<file path="src/spr_pkg.sv">
package spr_pkg;

	// Base clock rate of the protection logic
	localparam int CLK_FREQ_MHZ = 200;

	// Current-sense blanking window at the start of each PWM period
	localparam int BLANK_TIME_NS = 5500;
	// Least time, so rounded up to whole cycles
	localparam int BLANK_CYCLES = (BLANK_TIME_NS * CLK_FREQ_MHZ + 999) / 1000;
	localparam int BLANK_W = $clog2(BLANK_CYCLES + 1);
	localparam logic [BLANK_W-1:0] BLANK_LOAD = BLANK_CYCLES[BLANK_W-1:0];
	localparam logic [BLANK_W-1:0] BLANK_ZERO = '0;
	localparam logic [BLANK_W-1:0] BLANK_STEP = {{(BLANK_W-1){1'b0}}, 1'b1};

	// Four excitation drive outputs, one per phase
	localparam int DRIVE_W = 4;
	localparam logic [DRIVE_W-1:0] DRIVE_OFF = '0;

	// Pin inputs passed through the synchroniser, with their bit positions
	localparam int SYNC_W = 5;
	localparam int SYNC_ENABLE = 0;
	localparam int SYNC_RESET_LOW = 1;
	localparam int SYNC_OVER_CURRENT = 2;
	localparam int SYNC_OVER_HEAT = 3;
	localparam int SYNC_FLYBACK = 4;
	// Idle levels: disabled, reset released, no fault conditions
	localparam logic [SYNC_W-1:0] SYNC_RESET_VAL = 5'h02;

	// Fault-type output code, one per analog level of the fault-type pin
	typedef enum logic [1:0] {
		SPR_FAULT_NONE = 2'h0,
		SPR_FAULT_OPEN = 2'h1,
		SPR_FAULT_OVER_CURRENT = 2'h2,
		SPR_FAULT_OVER_HEAT = 2'h3
	} spr_fault_t;

endpackage

</file>
<file path="src/spr_protect.sv">
`timescale 1ns/1ps

// Summary of operation
// Internal reset is asserted by either the power-on reset or the external active-low system reset.
// With enable high the drive follows the phase command; with enable low all four drive outputs are off.
// With enable low the internal clock is frozen and all inputs except the system reset are ignored.
// The open-drain any-fault flag is pulled low whenever an open, overcurrent or overheat fault is latched.
// The fault-type output reports open terminal, overcurrent or overheat as one of three levels.
// Every detected fault is latched and holds the drive outputs off until a reset.
// A latched fault is cleared only by the external system reset or a power-on reset.
// The controller restores drive after a fault by a power-on reset or a high-low-high reset pulse.
// The controller keeps enable low while the logic supply is below 4.75V.
// The controller waits at least 10us after reset release before any step clock edge.
// The controller ramps the step clock period up to stop rather than halting abruptly.
// An open terminal is found by the absence of flyback current in the PWM off part and is latched.
// The controller avoids PWM chopping within 30us after enable rises to avoid false open detection.
// Current sensing is blanked for the first 5.5us of each PWM period during PWM operation.
// Blanking is aligned to PWM periods only and does not cover the initial current rise.
// Overcurrent is flagged only after the blanking interval of a PWM period and turns all drive off.
// Clearing the fault latch releases the any-fault flag and the fault-type output together.
module spr_protect (
	input wire logic i_clk_sys,
	input wire logic i_nrst,
	input wire logic i_enable,
	input wire logic i_system_reset_low,
	input wire logic [spr_pkg::DRIVE_W-1:0] i_phase_cmd,
	input wire logic i_chop_active,
	input wire logic i_pwm_period_start,
	input wire logic i_pwm_off,
	input wire logic i_over_current_cmp,
	input wire logic i_over_heat,
	input wire logic i_flyback_seen,
	output logic [spr_pkg::DRIVE_W-1:0] o_drive,
	output logic o_sense_blank,
	output logic o_any_fault_flag_low_o,
	output logic o_any_fault_flag_low_oe,
	output logic [1:0] o_fault_type_level
);

	// Pin levels brought into the clock domain
	logic [spr_pkg::SYNC_W-1:0] pins_async;
	logic [spr_pkg::SYNC_W-1:0] pins_s;

	assign pins_async[spr_pkg::SYNC_ENABLE] = i_enable;
	assign pins_async[spr_pkg::SYNC_RESET_LOW] = i_system_reset_low;
	assign pins_async[spr_pkg::SYNC_OVER_CURRENT] = i_over_current_cmp;
	assign pins_async[spr_pkg::SYNC_OVER_HEAT] = i_over_heat;
	assign pins_async[spr_pkg::SYNC_FLYBACK] = i_flyback_seen;

	spr_sync #(
		.WIDTH(spr_pkg::SYNC_W),
		.RESET_VAL(spr_pkg::SYNC_RESET_VAL)
	) u_sync (
		.i_clk_sys(i_clk_sys),
		.i_nrst(i_nrst),
		.i_async(pins_async),
		.o_sync(pins_s)
	);

	wire en_s = pins_s[spr_pkg::SYNC_ENABLE];
	wire ext_rst_low_s = pins_s[spr_pkg::SYNC_RESET_LOW];
	wire over_current_s = pins_s[spr_pkg::SYNC_OVER_CURRENT];
	wire over_heat_s = pins_s[spr_pkg::SYNC_OVER_HEAT];
	wire flyback_s = pins_s[spr_pkg::SYNC_FLYBACK];

	// The external reset acts synchronously; power-on reset is the async path
	wire soft_rst = !ext_rst_low_s;
	// Internal clock enable: everything but reset freezes while disabled
	wire ce = en_s && !soft_rst;

	// State
	spr_pkg::spr_fault_t fault_q;
	spr_pkg::spr_fault_t fault_d;
	logic [spr_pkg::BLANK_W-1:0] blank_cnt_q;
	logic [spr_pkg::BLANK_W-1:0] blank_cnt_d;
	logic pwm_off_q;
	logic flyback_hit_q;
	logic flyback_hit_d;
	logic [spr_pkg::DRIVE_W-1:0] drive_q;
	logic blank_q;
	logic flag_oe_q;

	// Blanking window restarts on each PWM period, never on the initial rise
	wire blank_start = ce && i_chop_active && i_pwm_period_start;
	wire blank_busy = blank_cnt_q != spr_pkg::BLANK_ZERO;
	assign blank_cnt_d = blank_start ? spr_pkg::BLANK_LOAD :
		(ce && blank_busy) ? blank_cnt_q - spr_pkg::BLANK_STEP : blank_cnt_q;

	// Overcurrent only counts inside a PWM period once blanking has run out
	wire oc_event = ce && i_chop_active && !blank_busy && !blank_start && over_current_s;

	// Open terminal: an off part that ends with no flyback current seen
	wire off_end = ce && i_chop_active && pwm_off_q && !i_pwm_off;
	wire open_event = off_end && !(flyback_hit_q || flyback_s);
	assign flyback_hit_d = (ce && off_end) ? 1'b0 :
		(ce && i_chop_active && i_pwm_off) ? (flyback_hit_q || flyback_s) : flyback_hit_q;

	// Overheat needs no blanking: it is a slow substrate level, not a current edge
	wire heat_event = ce && over_heat_s;

	// First fault wins and is held; heat outranks overcurrent outranks open
	wire no_fault = fault_q == spr_pkg::SPR_FAULT_NONE;
	always_comb begin
		fault_d = fault_q;
		if (no_fault) begin
			case (1'b1)
				heat_event: fault_d = spr_pkg::SPR_FAULT_OVER_HEAT;
				oc_event: fault_d = spr_pkg::SPR_FAULT_OVER_CURRENT;
				open_event: fault_d = spr_pkg::SPR_FAULT_OPEN;
				default: fault_d = fault_q;
			endcase
		end
	end
	wire fault_next_any = fault_d != spr_pkg::SPR_FAULT_NONE;

	// One gate per excitation output; a shared permit cuts all four on the same edge
	wire drive_permit = en_s && !soft_rst && !fault_next_any;
	logic [spr_pkg::DRIVE_W-1:0] drive_d;
	for (genvar g = 0; g < spr_pkg::DRIVE_W; g++) begin : g_drive
		assign drive_d[g] = drive_permit ? i_phase_cmd[g] : spr_pkg::DRIVE_OFF[g];
	end

	// Fault latch; only a reset clears it, and the clear beats a fault in the same cycle
	always_ff @(posedge i_clk_sys or negedge i_nrst) begin
		if (!i_nrst) begin
			fault_q <= spr_pkg::SPR_FAULT_NONE;
		end else if (soft_rst) begin
			fault_q <= spr_pkg::SPR_FAULT_NONE;
		end else begin
			fault_q <= fault_d;
		end
	end

	// Flag follows the next latch value, so flag and type move on one edge
	always_ff @(posedge i_clk_sys or negedge i_nrst) begin
		if (!i_nrst) begin
			flag_oe_q <= 1'b0;
		end else if (soft_rst) begin
			flag_oe_q <= 1'b0;
		end else begin
			flag_oe_q <= fault_next_any;
		end
	end

	// Blanking counter, held while the internal clock is frozen
	always_ff @(posedge i_clk_sys or negedge i_nrst) begin
		if (!i_nrst) begin
			blank_cnt_q <= spr_pkg::BLANK_ZERO;
		end else if (soft_rst) begin
			blank_cnt_q <= spr_pkg::BLANK_ZERO;
		end else begin
			blank_cnt_q <= blank_cnt_d;
		end
	end

	// Last PWM off level, to find where each off part ends
	always_ff @(posedge i_clk_sys or negedge i_nrst) begin
		if (!i_nrst) begin
			pwm_off_q <= 1'b0;
		end else if (soft_rst) begin
			pwm_off_q <= 1'b0;
		end else begin
			pwm_off_q <= ce ? i_pwm_off : pwm_off_q;
		end
	end

	// Flyback seen so far in the current off part
	always_ff @(posedge i_clk_sys or negedge i_nrst) begin
		if (!i_nrst) begin
			flyback_hit_q <= 1'b0;
		end else if (soft_rst) begin
			flyback_hit_q <= 1'b0;
		end else begin
			flyback_hit_q <= flyback_hit_d;
		end
	end

	// Registered drive, so the pins never glitch on decode
	always_ff @(posedge i_clk_sys or negedge i_nrst) begin
		if (!i_nrst) begin
			drive_q <= spr_pkg::DRIVE_OFF;
		end else begin
			drive_q <= drive_d;
		end
	end

	// Blanking indicator tracks the counter's next value, so it lines up with the count
	always_ff @(posedge i_clk_sys or negedge i_nrst) begin
		if (!i_nrst) begin
			blank_q <= 1'b0;
		end else begin
			blank_q <= (blank_cnt_d != spr_pkg::BLANK_ZERO) && !soft_rst;
		end
	end

	assign o_drive = drive_q;
	assign o_sense_blank = blank_q;
	// Open drain: only ever drives low
	assign o_any_fault_flag_low_o = 1'b0;
	assign o_any_fault_flag_low_oe = flag_oe_q;
	assign o_fault_type_level = fault_q;

	localparam int BLANK_CHK = spr_pkg::BLANK_CYCLES;
endmodule // spr_protect

</file>
<file path="src/spr_sync.sv">
`timescale 1ns/1ps

// Two-flop synchroniser for asynchronous pin levels
module spr_sync #(
	parameter int WIDTH = 1,
	parameter logic [WIDTH-1:0] RESET_VAL = '0
) (
	input wire logic i_clk_sys,
	input wire logic i_nrst,
	input wire logic [WIDTH-1:0] i_async,
	output logic [WIDTH-1:0] o_sync
);

	logic [WIDTH-1:0] meta_q;
	logic [WIDTH-1:0] sync_q;

	// First stage feeds only the second stage to contain metastability
	always_ff @(posedge i_clk_sys or negedge i_nrst) begin
		if (!i_nrst) begin
			meta_q <= RESET_VAL;
			sync_q <= RESET_VAL;
		end else begin
			meta_q <= i_async;
			sync_q <= meta_q;
		end
	end

	assign o_sync = sync_q;

endmodule // spr_sync

</file>
<file path="config.mk">
export PLATFORM = sky130hd
export DESIGN_NAME = spr_protect
export DESIGN_NICKNAME = d
export VERILOG_FILES = /design/src/spr_pkg.sv /design/src/spr_protect.sv /design/src/spr_sync.sv
export SDC_FILE = /design/constraint.sdc
export NUM_CORES = 1
export LEC_CHECK = 0
export CAP_MARGIN = 20
export CORE_ASPECT_RATIO = 0.5
export CORE_MARGIN = 2
export CORE_UTILIZATION = 44
export CTS_CLUSTER_DIAMETER = 30
export DETAILED_ROUTE_END_ITERATION = 8
export DONT_BUFFER_PORTS = 1
export HOLD_SLACK_MARGIN = 0.08
export PLACE_DENSITY_LB_ADDON = 0.05
export SYNTH_ARGS = -nofsm -noshare
export SYNTH_HDL_FRONTEND = slang
export SYNTH_SLANG_ARGS = --single-unit
</file>
<file path="constraint.sdc">
create_clock -name i_clk_sys -period 2.5 [get_ports i_clk_sys]
set_input_delay 0.125 -clock i_clk_sys [delete_from_list [all_inputs] [get_ports i_clk_sys]]
set_output_delay 0.125 -clock i_clk_sys [all_outputs]
set_load 0.1 [all_outputs]
</file>
==> summary.txt <==
Setup path
  – Setup crit end kind: flop
  – FF-to-FF Start: blank_cnt_q[0]
  – Arrival time worst endpoint: 2.49 ns
  – Cells on worst reg2reg path: 7
  – Critical path startpoint category: flop
  – End of the worst register-to-register path: o_sense_blank
  – Crit path kind: flop to flop
  – Crit Path Max Fanout: 4
  – Flop-to-flop setup slack: 0.17 ns
  – WP data required: 2.66 ns

STA
  – Tightest Pin Transition: 0.877 ns
  – Final setup violation count: 0
  – Tmin final: 2.33 ns
  – Max-slew headroom at the worst pin: 41.6%
  – Fmax: 0.429 GHz
  – Clock skew: 0.00456 ns
  – Setup TNS: 0 ns
  – Final hold slack: 0.168 ns
  – Final Hold Viols: 0
  – Ratio of final minimum period to clock period: 93.3%
  – Max Slew Vio Count: 0
  – RSZ-0062 raised after global routing: no

Placement
  – Routability cong.: 0.830
  – Detail Placement HPWL: 1970 um
  – Port Buffers: 0
  – Cells after DPL: 171

Synth
  – Post-synth EDFFs: 0
  – Async set-reset flop share out of synthesis: 100%
  – Most instantiated library cell after synthesis: dfrtp_1
  – Post-Syn Area: 1410 um2
  – Main synth FF type: dfrtp_1
  – Synth Register Bits: 31
  – Post-synth top area cell: dfrtp_1
  – Syn nets: 144
  – Yosys warns: 0
  – Top cells by area, synth: dfrtp_1 52%, dfstp_2 3.7%, nor2_1 3.2%, and2_1 2.7%, nand2_1 2.7%
  – Top post-synthesis cells by count: 29 x dfrtp_1, 12 x nor2_1, 10 x nand2_1
  – Gate count of the mapped netlist: 129
  – Cell variety after synth: 43
  – Syn Area/Cell: 10.9 um2
  – Sequential element share of the synthesized area: 55.3%
  – Area share of the largest cell type after synthesis: 51.6%

Floorplanning
  – DIE HEIGHT: 44.0 um
  – Row count: 14
  – Num ports: 23
  – Area of the die: 3690 um2
  – Die Width: 84.0 um
  – Core area: 3030 um2
  – Initial Utilization: 46.4%

Min path
  – Min-Delay Path Class: primary input to flop
  – Hold Path Origin: i_pwm_period_start
  – Hold Path End: o_any_fault_flag_low_oe
  – Min-Delay Path Depth: 3

CTS
  – H-tree depth: 2
  – Worst-Skew Late Latency: 0.28 ns
  – CTS Buf Count: 5
  – Root buf cell: clkbuf_8
  – CTS tree: done
  – CTS clk-pin slew, worst paths: 0.07 ns
  – Clock sink count: 31
  – Clock buffer depth: 2

Cells and area
  – Layout cells sized above 1: 15.0%
  – Area growth from synthesis to layout: 21.1%
  – Final Core Density: 56.2%
  – Fin cells: 193
  – Nets: 167
  – Antenna Cells: 0

Routing
  – Routed WL: 2830 um
  – DRT iter0 DRCs: 43
  – Total number of vias: 1023
  – Drt pass-1 iters: 4
  – Post-route ant nets: 0
  – Average via count per standard cell: 5.30
  – # DRC: 0
  – Routed length per instance: 14.6 um

Power
  – LEAKAGE: 0.787 nW
  – Peak supply drop: 0.536 mV
  – P per Cell Area: 958 nW/um2

Global route
  – GRT Overall Usage: 17.7%
  – Largest net degree at the start of global routing: 32
  – First-pass GRT wire length: 4760 um
  – Vias in the first global route: 997
  – Initial antenna violation count: 0
  – Total grt overflow: 0

Status
  – Outcome: completed

Job
  – MaxCap Viol Count: 0
critical path, cell delays in order (launching register included):
cell and delay (ns):
dfrtp_1 0.41, inv_1 0.10, ha_1 0.20, nor3b_4 0.27, nand3_1 0.11, a211o_1 0.30
or4_1 0.51, o41a_1 0.33
placed cells by master (no fill, tap or decap), types with 3 or more instances in the layout:
cell type      instances
nor2b_1                3
nor2_1                12
or3_1                  3
and2_1                 6
dfrtp_1               29
dlygate4sd3_1         12
nand2_1               10
a21oi_1                5
a211oi_1               3
buf_4                  7
inv_1                  5
nand3_1                7
clkbuf_8               5
o21ai_0                3
flip-flops by register name (all words and copies together) (netlist names):
name,count
blank_cnt_q,11
u_sync.o_sync,5
flyback_hit_q,1
o_fault_type_level,2
o_drive,4
o_sense_blank,1
u_sync.meta_q,5
o_any_fault_flag_low_oe,1
pwm_off_q,1
timing repair:
item / in CTS / in global routing
hold endpoints to repair: 43 / 0
setup endpoints to repair: 0 / 1
resized for setup: 0 / 1
hold buffers: 13 / 0
buffers inserted: 0 / 1
kinds of logic (layout without fill, tap and decap cells):
family,Yosys count,in the layout,share of synthesized area (%)
simple gates,57,57,22.9
flops,31,31,55.3
compound gates,24,24,12.3
buf+inv,9,33,4.00
xor+xnor,3,3,1.87
mux,3,3,2.49
fa+ha+maj,1,1,0.890
other cells,1,1,0.267
cell type report:
class,count,area (um2)
tap,40,50.0
clock inverter,2,12.5
clock buffer,6,72.6
sequential,31,778
timing repair buffer,20,193
multi-input combinational,89,578
fill,257,1330
inverter,5,18.8
metal layers:
metal  track usage, %  wire, um  vias to the layer above
met4             5.81         8                        0
li1                 -         -                      504
met5                0         0                        -
met3             6.67       142                        2
met1             25.1      1420                      490
met2             25.4      1260                       27
power breakdown:
part           internal [W]  switching [W]
logic              0.000259       0.000283
clock network      0.000194       0.000185
registers          0.000560       0.000149
total               0.00101       0.000617
worst max path at each step:
stage                           from            end  slack [ns]
global route        u_sync.o_sync[0]  o_sense_blank        0.02
floorplan           u_sync.o_sync[1]  o_sense_blank        0.25
global placement      blank_cnt_q[0]  o_sense_blank        0.15
detailed placement    blank_cnt_q[0]  o_sense_blank        0.08
finish                blank_cnt_q[0]  o_sense_blank        0.17
CTS                   blank_cnt_q[0]  o_sense_blank        0.08
stage by stage:
| step | area (um2) | total power (W) | setup WS (ns) |
|---|---|---|---|
| 2_1_floorplan | 1410 | 0.00107 | 0.247 |
| 3_3_place_gp | 1460 | 0.00120 | 0.149 |
| 3_5_place_dp | 1460 | 0.00120 | 0.0757 |
| 4_1_cts | 1690 | 0.00161 | 0.0764 |
| 5_1_grt | 1700 | 0.00174 | 0.0155 |
| 6_report | 1700 | 0.00163 | 0.168 |
Note: power is estimated with default switching activity, not from simulation.
